File: src/dcdac_pkg.sv
// Constants for the dual comparator and D/A control block
`default_nettype none
package dcdac_pkg;
  // Register indices; byte address is four times the index
  localparam logic [9:0] IDX_CMP0_CONTROL = 10'h174;
  localparam logic [9:0] IDX_CMP1_CONTROL = 10'h175;
  localparam logic [9:0] IDX_DAC0_VALUE = 10'h178;
  localparam logic [9:0] IDX_DAC1_VALUE = 10'h179;
  localparam logic [9:0] IDX_DAC_CONTROL = 10'h17a;
  localparam logic [9:0] IDX_CMP_MODE = 10'h17b;
  localparam int ADDR_W = 12;

  // Comparator control fields
  localparam int BIT_RUN_ENABLE = 0;
  localparam int BIT_PIN_OUT_ENABLE = 1;
  localparam int BIT_REF_SOURCE_SELECT = 2;
  localparam int BIT_LEVEL_MONITOR = 3;
  localparam int BIT_FILTER_SELECT_LO = 4;
  localparam int BIT_FILTER_SELECT_HI = 5;
  localparam int BIT_IRQ_ENABLE = 6;
  localparam int BIT_CHANGE_FLAG = 7;

  // D/A control and comparator mode fields, bit n for channel n
  localparam int BIT_DAC_OUTPUT_ENABLE = 0;
  localparam int BIT_RESULT_POLARITY_SELECT = 0;

  // Reset values
  localparam logic [7:0] RST_CMP_CONTROL = 8'h08;
  localparam logic RST_LEVEL = 1'b1;
  localparam logic [7:0] RST_DAC_VALUE = 8'h00;
  localparam logic [1:0] RST_DAC_CONTROL = 2'h0;
  localparam logic [1:0] RST_CMP_MODE = 2'h0;

  // Filter select encodings
  localparam logic [1:0] FLT_NONE = 2'h0;
  localparam logic [1:0] FLT_F2 = 2'h1;
  localparam logic [1:0] FLT_F8 = 2'h2;
  localparam logic [1:0] FLT_F32 = 2'h3;

  // Sampling divider masks, strobe when all masked bits are set
  localparam int DIV_W = 5;
  localparam logic [4:0] DIV_MASK_F2 = 5'h01;
  localparam logic [4:0] DIV_MASK_F8 = 5'h07;
  localparam logic [4:0] DIV_MASK_F32 = 5'h1f;

  // AXI responses
  localparam logic [1:0] RESP_OKAY = 2'h0;
  localparam logic [1:0] RESP_SLVERR = 2'h2;
endpackage
`default_nettype wire

File: src/dcdac_top.sv
// Dual comparator and 8-bit D/A control with AXI4-Lite register slave
//
// How it works
// - Two comparator channels, each with separate control, flags, pins and interrupt.
// - Run enable bit turns each comparator on; off freezes its result.
// - Pin output enable drives the comparison result onto the result pin.
// - Reference select picks external reference pin or the same-numbered D/A.
// - Read-only level monitor shows the current filtered comparison result.
// - Bits 5:4 select no filter, or sampling at f2, f8, f32.
// - Interrupt enable lets the change flag raise the channel interrupt.
// - Change flag sets whenever the comparison result changes.
// - Change flag clears only by reading it as 1, then writing 0.
// - Writing 0 after reading 0 leaves the flag unchanged.
// - Writing 1 to the change flag has no effect.
// - D/A as reference needs its output enable; pin is then not driven.
// - Two 8-bit D/A value registers, output n out of 256 steps.
// - D/A pin driven only with output enable set and reference select clear.
// - D/A output enable removes the pull-up on its port pin.
// - Result pin output can be inverted or not.
// - Filter samples at selected rate, accepts level after two matching samples.
// - Interrupt request is flag and enable, withdrawn when either drops.
// - Interrupt acknowledge leaves the change flag; software clears it.
// - Polarity select bits sit in a separate comparator mode register.
`timescale 1ns/1ps
`default_nettype none

module dcdac_top (
  input wire logic i_core_clk, // 125 MHz peripheral clock
  input wire logic i_rst_b, // Async reset, active low
  // AXI4-Lite write address
  input wire logic i_awvalid, // Write address valid
  output logic o_awready, // Write address ready
  input wire logic [dcdac_pkg::ADDR_W-1:0] i_awaddr, // Write byte address
  input wire logic [2:0] i_awprot, // Unused protection
  // AXI4-Lite write data
  input wire logic i_wvalid, // Write data valid
  output logic o_wready, // Write data ready
  input wire logic [31:0] i_wdata, // Write data
  input wire logic [3:0] i_wstrb, // Byte strobes, lane 0 used
  // AXI4-Lite write response
  output logic o_bvalid, // Write response valid
  input wire logic i_bready, // Write response ready
  output logic [1:0] o_bresp, // Write response
  // AXI4-Lite read address
  input wire logic i_arvalid, // Read address valid
  output logic o_arready, // Read address ready
  input wire logic [dcdac_pkg::ADDR_W-1:0] i_araddr, // Read byte address
  input wire logic [2:0] i_arprot, // Unused protection
  // AXI4-Lite read data
  output logic o_rvalid, // Read data valid
  input wire logic i_rready, // Read data ready
  output logic [31:0] o_rdata, // Read data
  output logic [1:0] o_rresp, // Read response
  // Analog front end
  input wire logic [1:0] i_raw_compare_signal, // Async comparator outputs
  output logic [1:0] o_cmp_run_enable, // Comparator power on
  output logic [1:0] o_ref_source_select, // 1 selects D/A as reference
  output logic [7:0] o_dac_value_0, // D/A 0 code
  output logic [7:0] o_dac_value_1, // D/A 1 code
  output logic [1:0] o_dac_enable, // D/A converter running
  output logic [1:0] o_dac_pin_drive, // D/A result onto its pin
  output logic [1:0] o_dac_pullup_disable, // Remove port pull-up
  // Pins and interrupts
  output logic [1:0] o_cmp_result_pin, // Result pin level
  output logic [1:0] o_cmp_result_pin_oe, // Result pin drive enable
  output logic [1:0] o_cmp_irq // Interrupt request level
);

  logic rst_n, aw_held_r, w_held_r, bvalid_r, rvalid_r, wr_do, wr_lane0, rd_do, rd_hit;
  logic [1:0] rst_sync_r, raw_meta_r, raw_sync_r, samp_prev_r, level_r, level_nxt, level_changed;
  logic [1:0] flag_r, flag_armed_r, dac_oe_r, polarity_r, bresp_r, rresp_r;
  logic [dcdac_pkg::DIV_W-1:0] div_cnt_r;
  logic [dcdac_pkg::ADDR_W-1:0] awaddr_r;
  logic [7:0] ctrl_r [0:1];
  logic [7:0] dac_val_r [0:1];
  logic [7:0] rd_byte;
  logic [31:0] wdata_r, rdata_r;
  logic [3:0] wstrb_r;
  logic [9:0] wr_idx, rd_idx;

  function automatic logic [9:0] reg_index(input logic [dcdac_pkg::ADDR_W-1:0] addr);
    reg_index = addr[dcdac_pkg::ADDR_W-1:2];
  endfunction

  function automatic logic reg_mapped(input logic [9:0] idx);
    reg_mapped = (idx == dcdac_pkg::IDX_CMP0_CONTROL) || (idx == dcdac_pkg::IDX_CMP1_CONTROL) ||
                 (idx == dcdac_pkg::IDX_DAC0_VALUE) || (idx == dcdac_pkg::IDX_DAC1_VALUE) ||
                 (idx == dcdac_pkg::IDX_DAC_CONTROL) || (idx == dcdac_pkg::IDX_CMP_MODE);
  endfunction

  function automatic logic filter_strobe(input logic [1:0] sel, input logic [dcdac_pkg::DIV_W-1:0] cnt);
    logic [dcdac_pkg::DIV_W-1:0] mask;
    mask = dcdac_pkg::DIV_MASK_F32;
    case (sel)
      dcdac_pkg::FLT_F2: mask = dcdac_pkg::DIV_MASK_F2;
      dcdac_pkg::FLT_F8: mask = dcdac_pkg::DIV_MASK_F8;
      default: mask = dcdac_pkg::DIV_MASK_F32;
    endcase
    filter_strobe = ((cnt & mask) == mask);
  endfunction

  // Reset release through two flops
  always_ff @(posedge i_core_clk or negedge i_rst_b) begin
    if (!i_rst_b) begin
      rst_sync_r <= 2'h0;
    end else begin
      rst_sync_r <= {rst_sync_r[0], 1'b1};
    end
  end
  assign rst_n = rst_sync_r[1];

  // Comparator outputs are asynchronous to the bus clock
  always_ff @(posedge i_core_clk or negedge rst_n) begin
    if (!rst_n) begin
      raw_meta_r <= 2'h0;
      raw_sync_r <= 2'h0;
    end else begin
      raw_meta_r <= i_raw_compare_signal;
      raw_sync_r <= raw_meta_r;
    end
  end

  // Shared divider gives the f2, f8 and f32 sampling taps
  always_ff @(posedge i_core_clk or negedge rst_n) begin
    if (!rst_n) begin
      div_cnt_r <= '0;
    end else begin
      div_cnt_r <= div_cnt_r + 5'h01;
    end
  end

  // Per-channel filter and change detection
  always_comb begin
    level_nxt = level_r;
    level_changed = 2'h0;
    for (int ch = 0; ch < 2; ch++) begin
      if (ctrl_r[ch][dcdac_pkg::BIT_RUN_ENABLE]) begin
        if (ctrl_r[ch][dcdac_pkg::BIT_FILTER_SELECT_HI:dcdac_pkg::BIT_FILTER_SELECT_LO] == dcdac_pkg::FLT_NONE) begin
          level_nxt[ch] = raw_sync_r[ch];
        end else if (filter_strobe(ctrl_r[ch][dcdac_pkg::BIT_FILTER_SELECT_HI:dcdac_pkg::BIT_FILTER_SELECT_LO],
                                   div_cnt_r) && (raw_sync_r[ch] == samp_prev_r[ch])) begin
          level_nxt[ch] = raw_sync_r[ch];
        end
      end
      level_changed[ch] = (level_nxt[ch] != level_r[ch]);
    end
  end

  always_ff @(posedge i_core_clk or negedge rst_n) begin
    if (!rst_n) begin
      samp_prev_r <= {dcdac_pkg::RST_LEVEL, dcdac_pkg::RST_LEVEL};
      level_r <= {dcdac_pkg::RST_LEVEL, dcdac_pkg::RST_LEVEL};
    end else begin
      level_r <= level_nxt;
      for (int ch = 0; ch < 2; ch++) begin
        // Sample history only advances on the chosen tap
        if (filter_strobe(ctrl_r[ch][dcdac_pkg::BIT_FILTER_SELECT_HI:dcdac_pkg::BIT_FILTER_SELECT_LO], div_cnt_r)) begin
          samp_prev_r[ch] <= raw_sync_r[ch];
        end
      end
    end
  end

  // AXI4-Lite write channel handshakes
  assign o_awready = !aw_held_r && !bvalid_r;
  assign o_wready = !w_held_r && !bvalid_r;
  assign wr_do = aw_held_r && w_held_r && !bvalid_r;
  assign wr_idx = reg_index(awaddr_r);
  assign wr_lane0 = wr_do && wstrb_r[0] && reg_mapped(wr_idx);

  always_ff @(posedge i_core_clk or negedge rst_n) begin
    if (!rst_n) begin
      aw_held_r <= 1'b0;
      w_held_r <= 1'b0;
      awaddr_r <= '0;
      wdata_r <= 32'h0;
      wstrb_r <= 4'h0;
    end else begin
      if (i_awvalid && o_awready) begin
        aw_held_r <= 1'b1;
        awaddr_r <= i_awaddr;
      end else if (wr_do) begin
        aw_held_r <= 1'b0;
      end
      if (i_wvalid && o_wready) begin
        w_held_r <= 1'b1;
        wdata_r <= i_wdata;
        wstrb_r <= i_wstrb;
      end else if (wr_do) begin
        w_held_r <= 1'b0;
      end
    end
  end

  always_ff @(posedge i_core_clk or negedge rst_n) begin
    if (!rst_n) begin
      bvalid_r <= 1'b0;
      bresp_r <= dcdac_pkg::RESP_OKAY;
    end else begin
      if (wr_do) begin
        bvalid_r <= 1'b1;
        bresp_r <= reg_mapped(wr_idx) ? dcdac_pkg::RESP_OKAY : dcdac_pkg::RESP_SLVERR;
      end else if (i_bready) begin
        bvalid_r <= 1'b0;
      end
    end
  end

  // AXI4-Lite read channel; one read outstanding
  assign o_arready = !rvalid_r;
  assign rd_do = i_arvalid && o_arready;
  assign rd_idx = reg_index(i_araddr);
  assign rd_hit = reg_mapped(rd_idx);

  always_comb begin
    rd_byte = 8'h00;
    case (rd_idx)
      dcdac_pkg::IDX_CMP0_CONTROL: rd_byte = {flag_r[0], ctrl_r[0][6:4], level_r[0], ctrl_r[0][2:0]};
      dcdac_pkg::IDX_CMP1_CONTROL: rd_byte = {flag_r[1], ctrl_r[1][6:4], level_r[1], ctrl_r[1][2:0]};
      dcdac_pkg::IDX_DAC0_VALUE: rd_byte = dac_val_r[0];
      dcdac_pkg::IDX_DAC1_VALUE: rd_byte = dac_val_r[1];
      dcdac_pkg::IDX_DAC_CONTROL: rd_byte = {6'h00, dac_oe_r};
      dcdac_pkg::IDX_CMP_MODE: rd_byte = {6'h00, polarity_r};
      default: rd_byte = 8'h00;
    endcase
  end

  always_ff @(posedge i_core_clk or negedge rst_n) begin
    if (!rst_n) begin
      rvalid_r <= 1'b0;
      rdata_r <= 32'h0;
      rresp_r <= dcdac_pkg::RESP_OKAY;
    end else begin
      if (rd_do) begin
        rvalid_r <= 1'b1;
        rdata_r <= {24'h000000, rd_byte};
        rresp_r <= rd_hit ? dcdac_pkg::RESP_OKAY : dcdac_pkg::RESP_SLVERR;
      end else if (i_rready) begin
        rvalid_r <= 1'b0;
      end
    end
  end

  // Comparator control bits; level monitor and flag handled apart
  always_ff @(posedge i_core_clk or negedge rst_n) begin
    if (!rst_n) begin
      ctrl_r[0] <= dcdac_pkg::RST_CMP_CONTROL;
      ctrl_r[1] <= dcdac_pkg::RST_CMP_CONTROL;
    end else begin
      for (int ch = 0; ch < 2; ch++) begin
        if (wr_lane0 && (wr_idx == (dcdac_pkg::IDX_CMP0_CONTROL + 10'(ch)))) begin
          ctrl_r[ch] <= {1'b0, wdata_r[6:4], 1'b0, wdata_r[2:0]};
        end
      end
    end
  end

  // Clear needs a prior read of 1; a read of 0 disarms, so a late set survives
  always_ff @(posedge i_core_clk or negedge rst_n) begin
    if (!rst_n) begin
      flag_armed_r <= 2'h0;
    end else begin
      for (int ch = 0; ch < 2; ch++) begin
        if (rd_do && (rd_idx == (dcdac_pkg::IDX_CMP0_CONTROL + 10'(ch)))) begin
          flag_armed_r[ch] <= flag_r[ch];
        end else if (wr_lane0 && (wr_idx == (dcdac_pkg::IDX_CMP0_CONTROL + 10'(ch)))) begin
          flag_armed_r[ch] <= 1'b0;
        end
      end
    end
  end

  // Set beats clear in the same cycle; interrupt acknowledge has no path here
  always_ff @(posedge i_core_clk or negedge rst_n) begin
    if (!rst_n) begin
      flag_r <= 2'h0;
    end else begin
      for (int ch = 0; ch < 2; ch++) begin
        if (level_changed[ch]) begin
          flag_r[ch] <= 1'b1;
        end else if (wr_lane0 && (wr_idx == (dcdac_pkg::IDX_CMP0_CONTROL + 10'(ch))) &&
                     !wdata_r[dcdac_pkg::BIT_CHANGE_FLAG] && flag_armed_r[ch]) begin
          flag_r[ch] <= 1'b0;
        end
      end
    end
  end

  // D/A value and control registers
  always_ff @(posedge i_core_clk or negedge rst_n) begin
    if (!rst_n) begin
      dac_val_r[0] <= dcdac_pkg::RST_DAC_VALUE;
      dac_val_r[1] <= dcdac_pkg::RST_DAC_VALUE;
      dac_oe_r <= dcdac_pkg::RST_DAC_CONTROL;
    end else begin
      if (wr_lane0 && (wr_idx == dcdac_pkg::IDX_DAC0_VALUE)) begin
        dac_val_r[0] <= wdata_r[7:0];
      end
      if (wr_lane0 && (wr_idx == dcdac_pkg::IDX_DAC1_VALUE)) begin
        dac_val_r[1] <= wdata_r[7:0];
      end
      if (wr_lane0 && (wr_idx == dcdac_pkg::IDX_DAC_CONTROL)) begin
        dac_oe_r <= wdata_r[dcdac_pkg::BIT_DAC_OUTPUT_ENABLE+1:dcdac_pkg::BIT_DAC_OUTPUT_ENABLE];
      end
    end
  end

  // Comparator mode register holds the result pin polarity
  always_ff @(posedge i_core_clk or negedge rst_n) begin
    if (!rst_n) begin
      polarity_r <= dcdac_pkg::RST_CMP_MODE;
    end else if (wr_lane0 && (wr_idx == dcdac_pkg::IDX_CMP_MODE)) begin
      polarity_r <= wdata_r[dcdac_pkg::BIT_RESULT_POLARITY_SELECT+1:dcdac_pkg::BIT_RESULT_POLARITY_SELECT];
    end
  end

  // Pin and analog controls, registered so pins never glitch
  always_ff @(posedge i_core_clk or negedge rst_n) begin
    if (!rst_n) begin
      o_cmp_result_pin <= 2'h0;
      o_cmp_result_pin_oe <= 2'h0;
      o_dac_pin_drive <= 2'h0;
      o_dac_pullup_disable <= 2'h0;
      o_cmp_run_enable <= 2'h0;
      o_ref_source_select <= 2'h0;
      o_dac_enable <= 2'h0;
      o_dac_value_0 <= dcdac_pkg::RST_DAC_VALUE;
      o_dac_value_1 <= dcdac_pkg::RST_DAC_VALUE;
    end else begin
      for (int ch = 0; ch < 2; ch++) begin
        o_cmp_result_pin_oe[ch] <= ctrl_r[ch][dcdac_pkg::BIT_PIN_OUT_ENABLE];
        // Low while not enabled so the pin shows no stale level
        o_cmp_result_pin[ch] <= ctrl_r[ch][dcdac_pkg::BIT_PIN_OUT_ENABLE] &
                                (level_r[ch] ^ polarity_r[ch]);
        o_ref_source_select[ch] <= ctrl_r[ch][dcdac_pkg::BIT_REF_SOURCE_SELECT];
        o_cmp_run_enable[ch] <= ctrl_r[ch][dcdac_pkg::BIT_RUN_ENABLE];
        o_dac_pin_drive[ch] <= dac_oe_r[ch] & ~ctrl_r[ch][dcdac_pkg::BIT_REF_SOURCE_SELECT];
      end
      o_dac_enable <= dac_oe_r;
      o_dac_pullup_disable <= dac_oe_r;
      o_dac_value_0 <= dac_val_r[0];
      o_dac_value_1 <= dac_val_r[1];
    end
  end

  // Request is a live level, never latched
  always_ff @(posedge i_core_clk or negedge rst_n) begin
    if (!rst_n) begin
      o_cmp_irq <= 2'h0;
    end else begin
      for (int ch = 0; ch < 2; ch++) begin
        o_cmp_irq[ch] <= flag_r[ch] & ctrl_r[ch][dcdac_pkg::BIT_IRQ_ENABLE];
      end
    end
  end

  assign o_bvalid = bvalid_r;
  assign o_bresp = bresp_r;
  assign o_rvalid = rvalid_r;
  assign o_rdata = rdata_r;
  assign o_rresp = rresp_r;

endmodule

`default_nettype wire

File: config.mk
export PLATFORM = sky130hd
export DESIGN_NAME = dcdac_top
export DESIGN_NICKNAME = d
export VERILOG_FILES = /design/src/dcdac_pkg.sv /design/src/dcdac_top.sv
export SDC_FILE = /design/constraint.sdc
export NUM_CORES = 1
export LEC_CHECK = 0
export ABC_AREA = 1
export BUFFER_PORTS_ARGS = -buffer_cell sky130_fd_sc_hd__buf_2
export CAP_MARGIN = 20
export CORE_MARGIN = 5
export CORE_UTILIZATION = 40
export CTS_CLUSTER_DIAMETER = 80
export DETAILED_ROUTE_END_ITERATION = 12
export PLACE_DENSITY_LB_ADDON = 0.2
export SYNTH_ARGS = -nofsm -noshare
export SYNTH_HDL_FRONTEND = slang
export SYNTH_SLANG_ARGS = --single-unit
File: constraint.sdc
create_clock -name i_core_clk -period 4.97 [get_ports i_core_clk]
set_clock_uncertainty 0.05 [all_clocks]
set_input_delay 0.497 -clock i_core_clk [delete_from_list [all_inputs] [get_ports i_core_clk]]
set_output_delay 0.497 -clock i_core_clk [all_outputs]
set_load 0.02 [all_outputs]
==> impl_results.md <==
- RSZ-0062 raised after global routing: false
- Postcts setup bufs: 0
- Crit path kind: reg -> reg
- Setup TNS: 0 ps
- Detail Route Antenna Nets: 0
- Fin crit period: 1960 ps
- GRT Total Usage: 16.2%
- Die Area: 0.0145 mm^2
- Final Core Density: 49.9%
- Number of antenna diodes: 0
- Place WS: 2950 ps
- Worst-path clk slew: 50 ps
- Peak supply drop: 0.319 mV
- # setup viols final: 0
- # resized after CTS: 0
- Crit-path max FO: 13
- Worst path required time: 5200 ps
- Post-synth EDFFs: 0
- Pwr Total: 2.67 mW
- Fmax: 509 MHz
- WL/cell: 14.1 um
- Power per Cell Area: 447 mW/mm^2
- First drt pass iteration count: 5
- Vert. Die Dim: 120 um
- Internal reg-to-reg setup slack: 3010 ps
- GP Congestion: 0.805
- Final setup margin: 3010 ps
- GRT overflow: 0
- Hold Startpoint: i_raw_compare_signal[1]
- Final Hold Viols: 0
- Initial antenna violation count: 0
- Logic pwr share: 12.4%
- Internal: 1.95 mW
- Least-Margin Pin Slew: 883 ps
- Vias: 3,750
- Nets: 697
- Sink Count: 114
- Switching power total: 720 uW
- Power share of the clock group: 47.2%
- #FFs+latches synth: 114
- Seq/Total Area, Yosys: 58.6%
- Status: completed
- Starting density of the core: 40.7%
- Root Buffer: clkbuf_16
- Async S/R FF share, synth: 100%
- # IOs: 148
- Slew Viols, Final: 0
- R2R Path Start: awaddr_r[9]
- DPL Wire Length: 7950 um
- Mean post-synth cell area: 9.30 um^2
- Crit. Startpoint: awaddr_r[9]
- Routed WL: 11,000 um
- # port buffers: 84
- Crit. End Element: flip-flop
- Tcrit/Tclk final: 39.5%
- Largest net degree at the start of global routing: 71
- Mapped Cells: 524
- # DRC: 0
- Hold Crit Class: in -> reg
- Clk_lat worst skew: 410 ps
- Leakage: 3.05 nW
- Site Rows: 40
- Vias in the first global route: 3,711
- CP Data Arrival Time: 2190 ps
- Synth-to-layout area growth: 22.5%
- Core outline area: 0.0120 mm^2
- Sw Share: 27.0%
- Yosys cell types: 25
- Synth warnings: 0
- CTS tree: yes
- DR iter-0 viols: 183
- Post-synth design cell area: 0.00487 mm^2
- Clock Path Buffers: 2
- H-tree levels: 4
- Die Wd: 120 um
- Vias per inst: 4.83
- Register share of total power: 40.4%
- Slew HR: 41.1%
- Layout cells sized above 1: 21.6%
- Post-CTS Hold Fix Bufs: 1
- First-pass GRT wire length: 18,300 um
- Max_cap viols: 0
- Crit path launch type: flip-flop
- CTS buffer count: 17
- Most used DFF post-synth: dfrtp_1
## routing by layer
layer | vias up | track usage (%) | wire length (um)
met1 | 1770 | 21.7 | 4960
met5 | - | 0 | 0
met3 | 16 | 4.49 | 622
met2 | 119 | 24.6 | 5190
li1 | 1845 | - | -
met4 | 0 | 7.29 | 210
## area by class of cell
type	count	area [um^2]
clock buffers	18	429
clock inverters	14	188
fillers	1124	5990
inverters	68	255
multi-input cells	328	1600
flip-flops and latches	114	2860
well taps	147	184
repair buffers	88	453
## Yosys cell counts, drive strengths merged, types with 4 or more instances
library cell  count  area, um^2
dfstp             4         105
nand4            27         169
xnor2             4        35.0
ha                5        62.6
buf              33         235
dfrtp           110        2750
a21oi            19         106
o21ai            56         280
nand3            26         145
mux2              5        56.3
nor2             42         158
inv              68         255
clkbuf            6        22.5
nand2            98         368
o22ai             6        37.5
nor3              7        35.0
## placed cells by master (no fill, tap or decap), drive strengths merged
cell / Yosys / layout
dfrtp: 110 / 110
nand2: 98 / 98
buf: 33 / 87
inv: 68 / 69
o21ai: 56 / 56
nor2: 42 / 42
nand4: 27 / 27
conb: 2 / 27
nand3: 26 / 26
a21oi: 19 / 19
clkbuf: 6 / 18
nor3: 7 / 7
o22ai: 6 / 6
mux2: 5 / 5
ha: 5 / 5
clkinv: 0 / 5
xnor2: 4 / 4
bufinv: 0 / 4
clkinvlp: 0 / 4
dfstp: 4 / 4
xor2: 2 / 2
a31oi: 2 / 2
nor4: 2 / 2
dlygate4sd3: 0 / 1
## state kept, by name, indices dropped and copies added, names as in the netlist, 5 cells and up
signal	count
dac_val_r	16
o_rdata	8
ctrl_r	12
o_dac_value_0	8
div_cnt_r	5
o_dac_value_1	8
awaddr_r	10
wdata_r	8
## per-stage QoR
step           area, um^2  hold WS, ps  cells
6_report             5970          145    777
2_1_floorplan        4970          151    549
4_1_cts              5970          131    777
3_5_place_dp         5350          235    744
5_1_grt              5970          133    777
3_3_place_gp         5350          232    744
## cells by family after synthesis
| logic type | Yosys count | share of synthesized area (%) |
|---|---|---|
| mux | 5 | 1.16 |
| compound gates | 83 | 8.96 |
| fa+ha+maj | 5 | 1.28 |
| other cells | 2 | 0.154 |
| simple gates | 202 | 18.2 |
| flops | 114 | 58.6 |
| xor+xnor | 6 | 1.08 |
| buf+inv | 107 | 10.5 |
## critical path, stage by stage (launching register included)
cell and delay (ps):
dfrtp_1 350, inv_1 60, nand2_1 50, nor2_1 200, nand3_2 170, a21oi_4 240, nand3_1 450, nand2_1 190
o21ai_1 80
## power groups by stage
stage	sequential (mW)	clock [mW]	combinational, mW
final	1.08	1.26	0.332
after global routing	1.09	1.33	0.378
after CTS	1.08	1.29	0.337
after detailed placement	1.10	0	0.335
after global placement	1.09	0	0.326
after floorplan	1.09	0	0.247
## path summary, 6_finish.rpt
path | to | depth (start not counted)
setup / recovery | ctrl_r[6] | 8
hold / removal | raw_meta_r[1] | 1
setup reg to reg | ctrl_r[6] | 8
hold reg to reg | raw_sync_r[0] | 0
max in group asynchronous | samp_prev_r[1] | 1
min in group asynchronous | rst_sync_r[1] | 2
Note: power is estimated with default switching activity, not from simulation.
